## config.mk

```make
export PLATFORM = sky130hd
export DESIGN_NAME = sync_serial_control_status
export DESIGN_NICKNAME = d
export VERILOG_FILES = /design/src/hdl/sscs_pkg.sv /design/src/hdl/sync_serial_control_status.sv /design/src/hdl/pair_buffer.sv
export SDC_FILE = /design/constraint.sdc
export NUM_CORES = 1
export LEC_CHECK = 0
export BUFFER_PORTS_ARGS = -buffer_cell sky130_fd_sc_hd__buf_2
export CAP_MARGIN = 20
export CORE_ASPECT_RATIO = 1.5
export CORE_MARGIN = 2
export CORE_UTILIZATION = 55
export CTS_CLUSTER_SIZE = 16
export DETAILED_ROUTE_END_ITERATION = 16
export PLACE_DENSITY = 0.89
export SLEW_MARGIN = 20
export SYNTH_ARGS = -nofsm -noshare
export SYNTH_HDL_FRONTEND = slang
export SYNTH_SLANG_ARGS = --single-unit
```

## constraint.sdc

```tcl
create_clock -name core_clk -period 6.05 [get_ports core_clk]
set_clock_uncertainty 0.05 [all_clocks]
set_input_delay 0.605 -clock core_clk [delete_from_list [all_inputs] [get_ports core_clk]]
set_output_delay 0.605 -clock core_clk [all_outputs]
set_load 0.02 [all_outputs]
```

## src/hdl/sscs_pkg.sv

```systemverilog
// Operation
// RULE1: A one written to the transfer go flag starts a serial transfer.
// RULE2: The go flag reads one while a transfer runs and zero once it stops, and a zero write does nothing.
// RULE3: The tail mark busy flag is one only while a tail mark is sent, zero when idle or moving data.
// RULE4: Overrun clears only when software writes zero after it has read the flag as one.
// RULE5: With the external clock selected, clock edges after a finished transfer set overrun.
// RULE6: A write can only clear overrun; writing one leaves it unchanged.
// RULE7: The serial out level bit drives the serial data out pin and reads back the pin's level.
// RULE8: The go flag returns to zero by itself when the transfer and any tail mark are done; here it stays one until the receive buffer takes the word.
package sscs_pkg;
  localparam int unsigned CLK_PERIOD_NS  = 40;
  localparam int unsigned SCK_HALF_NS    = 160;
  localparam int unsigned SCK_HALF_CYC   = (SCK_HALF_NS + CLK_PERIOD_NS - 1) / CLK_PERIOD_NS;
  localparam logic [3:0]  SCK_HALF_LAST  = 4'(SCK_HALF_CYC - 1);
  localparam int unsigned WORD_W         = 16;
  localparam logic [4:0]  BITS_BYTE      = 5'h08;
  localparam logic [4:0]  BITS_WORD      = 5'h10;
  localparam logic [4:0]  TAIL_BITS      = 5'h02;
  localparam logic        TAIL_LEVEL     = 1'b1;
  localparam logic        SOUT_RESET     = 1'b0;
  localparam logic        SCK_IDLE       = 1'b1;
  localparam int unsigned BUF_DEPTH      = 2;
endpackage

```

## src/hdl/sync_serial_control_status.sv

```systemverilog
`timescale 1ns/1ps
module sync_serial_control_status (
  input  wire logic                          core_clk,
  input  wire logic                          rst_b,
  input  wire logic                          go_write,
  input  wire logic                          go_wdata,
  input  wire logic                          ovr_read,
  input  wire logic                          ovr_write,
  input  wire logic                          ovr_wdata,
  input  wire logic                          sol_write,
  input  wire logic                          sol_wdata,
  input  wire logic                          ext_clk_sel,
  input  wire logic                          word16_sel,
  input  wire logic                          tail_mark_en,
  input  wire logic [sscs_pkg::WORD_W-1:0]   tx_word,
  input  wire logic                          sck_in,
  input  wire logic                          serial_data_in,
  output logic                               sck_out,
  output logic                               sck_oe,
  output logic                               serial_data_out_pin,
  output logic                               transfer_go_flag,
  output logic                               tail_mark_busy_flag,
  output logic                               overrun_flag,
  output logic                               serial_out_level_bit,
  output logic                               rx_valid,
  input  wire logic                          rx_ready,
  output logic [sscs_pkg::WORD_W-1:0]        rx_word
);
  typedef enum logic [1:0] {ST_IDLE, ST_SHIFT, ST_TAIL, ST_DONE} phase_t;

  typedef struct packed {
    phase_t                        phase;
    logic [4:0]                    cnt;
    logic [sscs_pkg::WORD_W-1:0]   sh;
    logic                          wide;
    logic [3:0]                    div;
    logic                          sck;
    logic                          sck_oe;
    logic [2:0]                    sync;
    logic                          lvl;
    logic                          sout;
    logic                          go;
    logic                          mark;
    logic                          ovr;
    logic                          armed;
    logic                          finished;
  } core_t;

  core_t s_q;
  core_t s_d;
  logic  agree;
  logic  ext_rise;
  logic  ext_fall;
  logic  int_rise;
  logic  int_fall;
  logic  rise;
  logic  fall;
  logic  push;
  logic  buf_ready;
  logic  clr_ok;
  logic [sscs_pkg::WORD_W-1:0] push_word;

  always_comb begin
    s_d       = s_q;
    int_rise  = 1'b0;
    int_fall  = 1'b0;
    push      = 1'b0;
    // sync[0] feeds only sync[1]; edges judged on sync[1] and sync[2]
    s_d.sync  = {s_q.sync[1:0], sck_in};
    agree     = (s_q.sync[1] == s_q.sync[2]) && (s_q.sync[2] != s_q.lvl);
    ext_rise  = agree && s_q.sync[2];
    ext_fall  = agree && !s_q.sync[2];
    if (agree) begin
      s_d.lvl = s_q.sync[2];
    end
    s_d.sck_oe = !ext_clk_sel;
    if ((s_q.phase == ST_SHIFT || s_q.phase == ST_TAIL) && !ext_clk_sel) begin
      if (s_q.div == sscs_pkg::SCK_HALF_LAST) begin
        s_d.div  = 4'h0;
        s_d.sck  = !s_q.sck;
        int_rise = !s_q.sck;
        int_fall = s_q.sck;
      end else begin
        s_d.div = s_q.div + 4'h1;
      end
    end else begin
      s_d.div = 4'h0;
      s_d.sck = sscs_pkg::SCK_IDLE;
    end
    rise = ext_clk_sel ? ext_rise : int_rise;
    fall = ext_clk_sel ? ext_fall : int_fall;
    push_word = s_q.wide ? s_q.sh : {8'h00, s_q.sh[15:8]};

    case (s_q.phase)
      ST_IDLE: begin
        if (go_write && go_wdata) begin  // [RULE1] [RULE2]
          s_d.phase    = ST_SHIFT;
          s_d.go       = 1'b1;
          s_d.finished = 1'b0;
          s_d.wide     = word16_sel;
          s_d.sh       = tx_word;
          s_d.sout     = tx_word[0];
          s_d.cnt      = word16_sel ? sscs_pkg::BITS_WORD : sscs_pkg::BITS_BYTE;
        end else if (sol_write) begin
          s_d.sout = sol_wdata;  // [RULE7]
        end
      end
      ST_SHIFT: begin
        if (rise) begin
          s_d.sh  = {serial_data_in, s_q.sh[15:1]};
          s_d.cnt = s_q.cnt - 5'h01;
          if (s_q.cnt == 5'h01) begin
            if (tail_mark_en) begin
              s_d.phase = ST_TAIL;
              s_d.mark  = 1'b1;  // [RULE3]
              s_d.cnt   = sscs_pkg::TAIL_BITS;
            end else begin
              s_d.phase = ST_DONE;
            end
          end
        end else if (fall) begin
          s_d.sout = s_q.sh[0];
        end
      end
      ST_TAIL: begin
        if (fall) begin
          s_d.sout = sscs_pkg::TAIL_LEVEL;
        end else if (rise) begin
          s_d.cnt = s_q.cnt - 5'h01;
          if (s_q.cnt == 5'h01) begin
            s_d.phase = ST_DONE;
            s_d.mark  = 1'b0;  // [RULE3]
          end
        end
      end
      ST_DONE: begin
        // Hold until the buffer takes the word, so a stalled reader loses nothing
        push = 1'b1;
        if (buf_ready) begin
          s_d.phase    = ST_IDLE;
          s_d.go       = 1'b0;  // [RULE8]
          s_d.finished = 1'b1;
        end
      end
      default: begin
        s_d.phase = ST_IDLE;
      end
    endcase

    // Read of a set flag arms the clear; a one written never clears
    clr_ok = ovr_write && !ovr_wdata && s_q.armed;  // [RULE4] [RULE6]
    if (ovr_read && s_q.ovr) begin
      s_d.armed = 1'b1;
    end
    if (clr_ok) begin
      s_d.ovr   = 1'b0;
      s_d.armed = 1'b0;
    end
    // Set wins over a clear in the same cycle
    if (ext_clk_sel && s_q.phase == ST_IDLE && s_q.finished && (ext_rise || ext_fall)) begin
      s_d.ovr = 1'b1;  // [RULE5]
    end
  end

  always_ff @(posedge core_clk or negedge rst_b) begin
    if (!rst_b) begin
      s_q       <= '0;
      s_q.phase <= ST_IDLE;
      s_q.sck   <= sscs_pkg::SCK_IDLE;
      s_q.sout  <= sscs_pkg::SOUT_RESET;
      s_q.lvl   <= 1'b1;
      s_q.sync  <= 3'h7;
    end else begin
      s_q <= s_d;
    end
  end

  pair_buffer u_rx_buf (
    .core_clk  (core_clk),
    .rst_b     (rst_b),
    .in_valid  (push),
    .in_ready  (buf_ready),
    .in_data   (push_word),
    .out_valid (rx_valid),
    .out_ready (rx_ready),
    .out_data  (rx_word)
  );

  assign sck_out              = s_q.sck;
  assign sck_oe               = s_q.sck_oe;
  assign serial_data_out_pin  = s_q.sout;
  assign serial_out_level_bit = s_q.sout;  // [RULE7]
  assign transfer_go_flag     = s_q.go;    // [RULE2]
  assign tail_mark_busy_flag  = s_q.mark;
  assign overrun_flag         = s_q.ovr;
endmodule

```

## src/hdl/pair_buffer.sv

```systemverilog
`timescale 1ns/1ps
module pair_buffer (
  input  wire logic                            core_clk,
  input  wire logic                            rst_b,
  input  wire logic                            in_valid,
  output logic                                 in_ready,
  input  wire logic [sscs_pkg::WORD_W-1:0]     in_data,
  output logic                                 out_valid,
  input  wire logic                            out_ready,
  output logic [sscs_pkg::WORD_W-1:0]          out_data
);
  typedef struct packed {
    logic [1:0]                        cnt;
    logic                              vld;
    logic [sscs_pkg::WORD_W-1:0]       slot0;
    logic [sscs_pkg::WORD_W-1:0]       slot1;
  } buf_t;

  buf_t s_q;
  buf_t s_d;
  logic take;
  logic give;

  always_comb begin
    s_d  = s_q;
    take = in_valid && (s_q.cnt < 2'(sscs_pkg::BUF_DEPTH));
    give = out_ready && (s_q.cnt != 2'h0);
    // Head always sits in slot0 so the output comes straight off a flop
    if (give) begin
      s_d.slot0 = s_q.slot1;
    end
    if (take) begin
      if (s_q.cnt == 2'h0 || (s_q.cnt == 2'h1 && give)) begin
        s_d.slot0 = in_data;
      end else begin
        s_d.slot1 = in_data;
      end
    end
    s_d.cnt = 2'(s_q.cnt + {1'b0, take} - {1'b0, give});
    // Valid kept in its own flop so the output needs no decode
    s_d.vld = (s_d.cnt != 2'h0);
  end

  always_ff @(posedge core_clk or negedge rst_b) begin
    if (!rst_b) begin
      s_q <= '0;
    end else begin
      s_q <= s_d;
    end
  end

  assign in_ready  = s_q.cnt < 2'(sscs_pkg::BUF_DEPTH);
  assign out_valid = s_q.vld;
  assign out_data  = s_q.slot0;
endmodule

```

==> results of run 1 <==
final cells by class:
| type | count | area [sq um] | share of cell area (%) |
|---|---|---|---|
| flip-flops and latches | 75 | 1883 | 43.94 |
| clock buffers | 9 | 123.9 | 2.891 |
| clock inverters | 6 | 67.56 | 1.577 |
| well taps | 78 | 97.59 | 2.277 |
| repair buffers | 58 | 304.0 | 7.095 |
| multi-input cells | 262 | 1742 | 40.64 |
| inverters | 18 | 67.56 | 1.577 |
metrics by stage:
stage / setup WS (ns) / total power [mW] / hold WS (ns) / utilization (%)
final: 3.415 / 1.654 / 0.2995 / 62.55
after global routing: 3.265 / 1.759 / 0.2907 / 62.55
after CTS: 3.252 / 1.657 / 0.2905 / 62.34
after detailed placement: 3.252 / 1.277 / 0.2982 / 59.55
after global placement: 3.412 / 1.247 / 0.2963 / 59.55
after floorplan: 3.560 / 1.138 / 0.2594 / -
worst paths after layout:
check	endpoint	start	depth (start not counted)
worst max register to register	s_q[19]	s_q[38]	6
worst max-delay path	s_q[19]	s_q[38]	6
max in group asynchronous	s_q[35]	rst_b	2
worst min-delay path	s_d[8]	sck_in	1
worst min register to register	s_d[9]	s_d[8]	0
min in group asynchronous	u_rx_buf.s_q[15]	rst_b	2
power by group:
part,switching (mW),total [mW],internal (mW)
clock network,0.189,0.378,0.189
logic,0.321,0.568,0.247
registers,0.107,0.708,0.601
metal layers:
layer	up-vias	part of all wire, %	global-route usage (%)
li1	1403	-	-
met1	1382	40	25.58
met2	74	53	37.27
met3	23	3.5	3.383
met4	0	3.1	11.90
met5	-	0	0
cell usage in the layout, fill, tap and decap left out, drive strengths merged, types with 3 or more instances in the layout:
cell,Yosys,final
clkinv,0,3
nand2,77,77
o22ai,3,3
mux2,36,36
o21ai,52,52
xnor2,3,3
nand3b,3,3
buf,19,58
mux2i,11,11
ha,10,10
a21oi,10,10
clkbuf,17,9
nor2b,3,3
nand2b,3,3
dfstp,5,5
nor2,9,9
dfrtp,70,70
nor3,3,3
inv,18,18
worst reg2reg max path: cells and delay by family, from the launching register on:
family	cells	cell delay (ns)
adders and majority gates	1	0.44
AOI/OAI and AO/OA	2	0.93
muxes	1	0.38
and+or+nand+nor	1	0.17
buffers and inverters	1	0.12
DFF	1	0.43
flip-flops by register name (all words and copies together) (netlist names), 2 cells and up, named ones only:
register           count
s_d                    2
u_rx_buf.out_data     16
u_rx_buf.s_q          18
s_q                   31
cell families after synthesis:
logic type                 count (synthesis)  share of synthesized area (%)
adders and majority gates                 11                          3.470
and+or+nand+nor                          114                          13.30
AOI/OAI and AO/OA                         86                          13.75
muxes                                     47                          13.24
xor gates and xnor gates                   4                         0.8999
buffers and inverters                     54                          6.973
DFF                                       75                          48.36
==> metrics.txt, run 1 <==
outcome completed; family with the most delay on the worst path compound AO/OA/AOI/OAI gates; post-synthesis cell type count 52; FFs w/ async S/R, synth 100.0%; Clock Tree Buf Depth 2; Die Y 107.1 microns; setup bufs post-CTS 0; Critical Path RT 6.23 ns; Ys Warns 0; Cell Area, Synth 3894 sq um; Clk Latency, worst-skew pair 0.36 ns; crit share post-route 43.55%; I/O pin total 55; VDD IR-drop max 0.2522 mV; CTS Hold Bufs 0; Finished Cell Area 4285 sq um; commonest cells in the netlist nand2_1 (77), dfrtp_1 (70), o21ai_0 (51), mux2_2 (19); first-pass GRT wire length 13.17 mm; WS Path Type register to register; Final Hold Viols 0; H-tree levels 3; clock sink count 75; row count 37; CP peak stage delay 0.50 ns; vias per cell 5.696; Initial Utilization 56.83%; Max Freq 0.3795 GHz; GP Congestion 0.8257; sequential-to-total area share from yosys stat 48.36%; Worst setup SP type register; total grt overflow 0; CP bufs+invs 1; TNS Setup 0 ns; filler cell count 541; Slew Limit Fails 0; routed len/inst 15.68 microns; drt drc 0; fin nets 465; crit-path cells inv_1 -> ha_1 -> nand2b_1 -> o31a_1 -> a21oi_4 -> mux2_1; port buffer count 54; Syn Nets 432; top_reg_cell synth dfrtp_1; DP Cell Count 490; Worst-Margin Slew 0.9171 ns; vias in the first global route 2,863; Syn Area/Cell 9.958 sq um; leakage 2.066 nW; n_diodes 0; Total GRT Usage 21.78%; pin count of the biggest net entering global routing 76; critical path capture point type register; clk root buf clkbuf_8; core area 6852 sq um; Synth top area share 44.99%; fin cells 506; slowest stage cell on the critical path a21oi_4; Synth area leaders dfrtp_1 (45%), nand2_1 (7.4%), o21ai_0 (6.6%); share of cells above drive strength 1 24.77%; Area after DPL 4080 sq um; number of synthesized flops with an enable pin 0; CP Max Fanout 16; initial antenna violation count 0; CTS buffer count 9; most frequent cell after synthesis nand2_1; Max-slew headroom 38.86%; RSZ-0062 raised after global routing no; First-pass DRT Iterations 4; Synth Instances 391; Post-DP HPWL 5.539 mm; CTS tree built; CP arrival 2.82 ns; Post-CTS Resized 0; top cell type by total area after synthesis dfrtp_1; max_cap viols 0; Vias 2,882; Die X 72.70 microns; PD cells 386.0 nW/um^2; flops & latches, synth 75; Clock transition at path regs 0.07 ns; Worst R2R Setup Slack 3.42 ns; Area Growth Syn to Fin 10.06%; Starting DRT DRC Count 252; Routed WL 7.936 mm; crit path time final 2.635 ns; die area 7783 sq um; Final setup viols 0; worst min path class primary input to register; Routed Antenna Nets 0
Power figures use the tool's default switching activity.
==> run 2: changes to the inputs <==
==> constraint.sdc (replaced) <==
create_clock -name core_clk -period 2.6 [get_ports core_clk]
set_clock_uncertainty 0.05 [all_clocks]
set_input_delay 0.26 -clock core_clk [delete_from_list [all_inputs] [get_ports core_clk]]
set_output_delay 0.26 -clock core_clk [all_outputs]
set_load 0.02 [all_outputs]
==> run 2 against run 1 <==
  * Total power up 140%
  * Maximum frequency rose by 9.2%
  * Via count up 2.2%
  * Largest power group unchanged
  * Worst hold slack got worse by 0.23 ns
  * Non-clock buffer count up 7
  * Register-to-register slack got worse by 3.2 ns
  * Core utilization is 0.91 points higher
  * Critical path depth did not move
  * Flip-flop and latch count unchanged
  * Worst setup slack worse by 3.2 ns
  * Sequential share of layout area is 0.63 points lower
  * Wire length is 1.2% higher
==> metrics.txt, run 2 (same netlist as run 1, synthesis figures left out) <==
Area after DPL 4125 sq um; Final setup viols 0; Slew Limit Fails 0; Max-slew headroom 54.80%; n_diodes 0; commonest non-fill, non-tap cell in the layout nand2_1; WS Path Type register to register; die area 7783 sq um; P_int 2.470 mW; Routed Antenna Nets 0; CP arrival 2.58 ns; clock sink count 75; switching power 1.450 mW; Clock Tree Buf Depth 2; outcome completed; total grt overflow 0; Worst setup SP type register; most frequent cells in the layout nand2_1 (77), dfrtp_1 (70), buf_2 (54); share of cells above drive strength 1 25.23%; H-tree levels 3; Routed WL 8.031 mm; Hold Crit Endpoint sck_oe; Hold Path Stages 2; Area Growth Syn to Fin 11.66%; Starting DRT DRC Count 321; crit path time final 2.413 ns; clock share of power 23.5%; Finished Cell Area 4348 sq um; Clk Latency, worst-skew pair 0.35 ns; clk root buf clkbuf_8; Worst-Margin Slew 0.6780 ns; leakage 2.100 nW; core area 6852 sq um; pin count of the biggest net entering global routing 33; routed len/inst 15.62 microns; crit share post-route 92.80%; vias in the first global route 2,997; row count 37; Net Sw Frac 36.98%; vias per cell 5.732; Post-DP HPWL 5.831 mm; drt drc 0; sequential share of power 41.9%; Clock transition at path regs 0.08 ns; Vias 2,946; max_cap viols 0; I/O pin total 55; TNS Setup 0 ns; Max Freq 0.4145 GHz; Die Y 107.1 microns; PD cells 901.6 nW/um^2; Total GRT Usage 22.10%; worst min path class primary input to register; max reg flops 31; first-pass GRT wire length 13.35 mm; Critical Path RT 2.76 ns; VDD IR-drop max 0.4957 mV; r2r worst-path depth 6; Die X 72.70 microns; GP Congestion 0.8197; Reg2Reg Launch Point s_q[38]; Hold Crit Start ext_clk_sel; Worst R2R Setup Slack 0.19 ns; First-pass DRT Iterations 4; largest reg by FF count s_q; CTS tree built; Gate power share 34.7%; fin cells 514; CP Max Fanout 5; Initial Utilization 56.83%; fin nets 472; DP Cell Count 496; CTS buffer count 9; critical path capture point type register; Final Hold Viols 0; initial antenna violation count 0; RSZ-0062 raised after global routing no; port buffer count 54
-- run 2: repair_timing --
item / in CTS / in global routing
buffers inserted: 0 / 0
hold endpoints to repair: 18 / 0
hold buffers: 2 / 0
resized for setup: 0 / 0
-- run 2: how the worst max path moves through the flow --
stage	startpoint	endpoint	slack [ns]
floorplan	u_rx_buf.s_q[34]	u_rx_buf.out_valid	0.16
detailed placement	s_q[34]	register	0.23
global route	s_q[38]	s_q[25]	0.10
finish	s_q[38]	register	0.19
CTS	s_q[38]	register	0.21
global placement	s_q[38]	s_q[20]	0.37
-- run 2: per-layer routing --
layer | GRT usage, % | vias up | wire length (microns) | share of wire [%]
met1 | 25.71 | 1433 | 3135 | 39
met3 | 4.041 | 13 | 362 | 4.5
li1 | - | 1416 | - | -
met5 | 0 | - | 0 | 0
met2 | 39.09 | 84 | 4410 | 55
met4 | 9.127 | 0 | 122 | 1.5
-- run 2: stage by stage --
stage | setup WS [ns] | hold WS [ns] | total power, mW | utilization, %
after CTS | 0.2058 | 0.06403 | 3.928 | 63.46
final | 0.1873 | 0.07198 | 3.920 | 63.46
after detailed placement | 0.2278 | 0.2148 | 3.005 | 60.21
after floorplan | 0.1602 | -0.08559 | 2.648 | -
after global routing | 0.1049 | 0.07828 | 4.164 | 63.46
after global placement | 0.3667 | 0.1945 | 2.925 | 60.21
-- run 2: worst max-delay path, stage by stage (launching register included) --
cell,delay (ns)
dfrtp_1,0.42
inv_1,0.12
ha_1,0.33
nand2b_1,0.14
o311ai_1,0.62
nand2_1,0.20
o41ai_1,0.39
-- run 2: cell type report --
class	count	area [sq um]
timing repair buffer	65	357.8
clock inverter	5	61.31
multi-input combinational	262	1739
fill	533	2504
clock buffer	11	141.4
sequential	75	1883
tap	78	97.59
inverter	18	67.56
-- run 2: power by group through the flow --
stage          logic [mW]  registers [mW]  clock network, mW
4_1_cts              1.36            1.63              0.933
5_1_grt              1.51            1.67              0.980
3_3_place_gp         1.28            1.64                  0
3_5_place_dp         1.34            1.66                  0
2_1_floorplan        1.07            1.57                  0
6_report             1.36            1.64              0.919
==> run 3: changes to the inputs <==
--- a/config.mk
+++ b/config.mk
@@ -8,8 +8,9 @@
 export BUFFER_PORTS_ARGS = -buffer_cell sky130_fd_sc_hd__buf_2
 export CAP_MARGIN = 20
 export CORE_ASPECT_RATIO = 1.5
-export CORE_MARGIN = 2
+export CORE_MARGIN = 4
 export CORE_UTILIZATION = 55
+export CTS_BUF_LIST = sky130_fd_sc_hd__clkbuf_8
 export CTS_CLUSTER_SIZE = 16
 export DETAILED_ROUTE_END_ITERATION = 16
 export PLACE_DENSITY = 0.89
==> run 3 against run 2 <==
  * The flow now finishes with violations (hold timing)
  * Clock-buffer cell count shrank 2
  * Register-to-register slack is essentially flat
  * Core utilization shrank 0.79 points
  * Total power is essentially flat
  * Non-clock buffer count shrank 3
  * Worst setup slack gained 0.013 ns
  * Maximum frequency grew 0.56%
  * Flip-flop and latch count is the same
  * Clock power shrank 1%
  * Largest cell class unchanged
==> metrics.txt, run 3 (same netlist as run 1, synthesis figures left out) <==
FF+latch area 1883 sq um; VDD IR-drop max 0.3977 mV; family with the most delay on the worst path compound AO/OA/AOI/OAI gates; Placement Setup Slack 0.2571 ns; Clock Tree Buf Depth 2; final worst slack 0.2006 ns; Final setup viols 0; Clock transition at path regs 0.08 ns; fin cells 511; Power Total 3.920 mW; n_diodes 0; setup bufs post-CTS 0; Post-DP HPWL 5.887 mm; core area 6898 sq um; most frequent cells in the layout nand2_1 (77), dfrtp_1 (70), buf_2 (53); largest reg by FF count s_q; RSZ-0062 raised after global routing no; r2r worst-path depth 6; WS Path Type register to register; vias in the first global route 2,886; CP Max Fanout 7; fin nets 469; failing checks hold timing; worst hold margin -0.01477 ns; CP arrival 2.56 ns; GP Congestion 0.9005; Area Growth Syn to Fin 11.02%; First-pass DRT Iterations 4; commonest non-fill, non-tap cell in the layout nand2_1; Max-slew headroom 39.48%; Worst-Margin Slew 0.9078 ns; CP peak stage delay 0.58 ns; clk root buf clkbuf_8; total grt overflow 0; Max Freq 0.4168 GHz; DP Cell Count 494; P_int 2.444 mW; vias per cell 5.699; Post-CTS Resized 0; routed len/inst 16.13 microns; port buffer count 54; crit-path cells inv_1 -> ha_1 -> or4b_1 -> a222oi_1 -> nand2_1 -> o41ai_1; share of cells above drive strength 1 24.94%; CTS Hold Bufs 1; Vias 2,912; drt drc 0; crit path time final 2.399 ns; clock share of power 23.2%; Critical Path RT 2.76 ns; Slew Limit Fails 0; Final Hold Viols 20; H-tree levels 3; filler cell count 536; row count 37; sequential share of power 42.0%; pin count of the biggest net entering global routing 76; Routed Antenna Nets 0; TNS Setup 0 ns; max_cap viols 0; Net Sw Frac 37.66%; Routed WL 8.240 mm; Die X 76.70 microns; leakage 2.097 nW; Clk Latency, worst-skew pair 0.35 ns; CP bufs+invs 1; CTS tree built; Initial Utilization 56.45%; area of the multi-input gates 1739 sq um; first-pass GRT wire length 13.57 mm; switching power 1.476 mW; die area 8518 sq um; CTS buffer count 9; PD cells 906.8 nW/um^2; Reg2Reg Launch Point s_q[34]; I/O pin total 55; Worst setup SP type register; Gate power share 34.8%; initial antenna violation count 0; Worst R2R Setup Slack 0.20 ns; Die Y 111.1 microns; critical path capture point type register; Total GRT Usage 19.83%; crit share post-route 92.28%; slowest stage cell on the critical path or4b_1; Starting DRT DRC Count 214; outcome finished with violations; max reg flops 31; clock sink count 75; worst min path class primary input to async pin
## run 3: metal layers
| layer | wire (microns) | vias up | GRT usage, % |
|---|---|---|---|
| met5 | 0 | - | 0 |
| met4 | 236 | 0 | 9.553 |
| met3 | 276 | 25 | 3.089 |
| met2 | 4489 | 72 | 35.10 |
| met1 | 3237 | 1416 | 23.07 |
| li1 | - | 1399 | - |
## run 3: layout make-up
type / count / share of cell area, %
Clock inverter: 7 / 1.766
Sequential cell: 75 / 43.56
Clock buffer: 9 / 2.865
Multi-Input combinational cell: 262 / 40.23
Tap cell: 78 / 2.258
Inverter: 18 / 1.563
Timing Repair Buffer: 62 / 7.757
## run 3: through the flow
| step | util (%) | hold slack (ns) | instance area, sq um |
|---|---|---|---|
| 6_report | 62.67 | -0.01477 | 4323 |
| 5_1_grt | 62.67 | 0.07013 | 4323 |
| 4_1_cts | 62.67 | 0.01780 | 4323 |
| 3_5_place_dp | 59.62 | 0.3023 | 4113 |
| 3_3_place_gp | 59.62 | 0.2958 | 4113 |
| 2_1_floorplan | - | -0.08559 | 3894 |
## run 3: worst max path at each step
stage | startpoint | to | slack (ns) | cells past startpoint
after floorplan | u_rx_buf.s_q[34] | u_rx_buf.out_valid | 0.16 | 9
after CTS | s_q[34] | register | 0.23 | 6
after global routing | s_q[38] | register | 0.03 | 6
after global placement | s_q[38] | s_q[21] | 0.38 | 7
final | s_q[34] | register | 0.20 | 6
after detailed placement | s_q[34] | register | 0.26 | 6
## run 3: worst reg2reg max path, cell delays in order (launching register included)
cell	delay, ns
dfrtp_1	0.38
inv_1	0.09
ha_1	0.15
or4b_1	0.58
a222oi_1	0.50
nand2_1	0.15
o41ai_1	0.37
## run 3: power by group through the flow
| stage | combinational, mW | clock, mW | sequential, mW |
|---|---|---|---|
| 6_report | 1.37 | 0.908 | 1.65 |
| 5_1_grt | 1.51 | 0.965 | 1.68 |
| 4_1_cts | 1.37 | 0.918 | 1.64 |
| 3_5_place_dp | 1.35 | 0 | 1.67 |
| 3_3_place_gp | 1.29 | 0 | 1.64 |
| 2_1_floorplan | 1.07 | 0 | 1.57 |
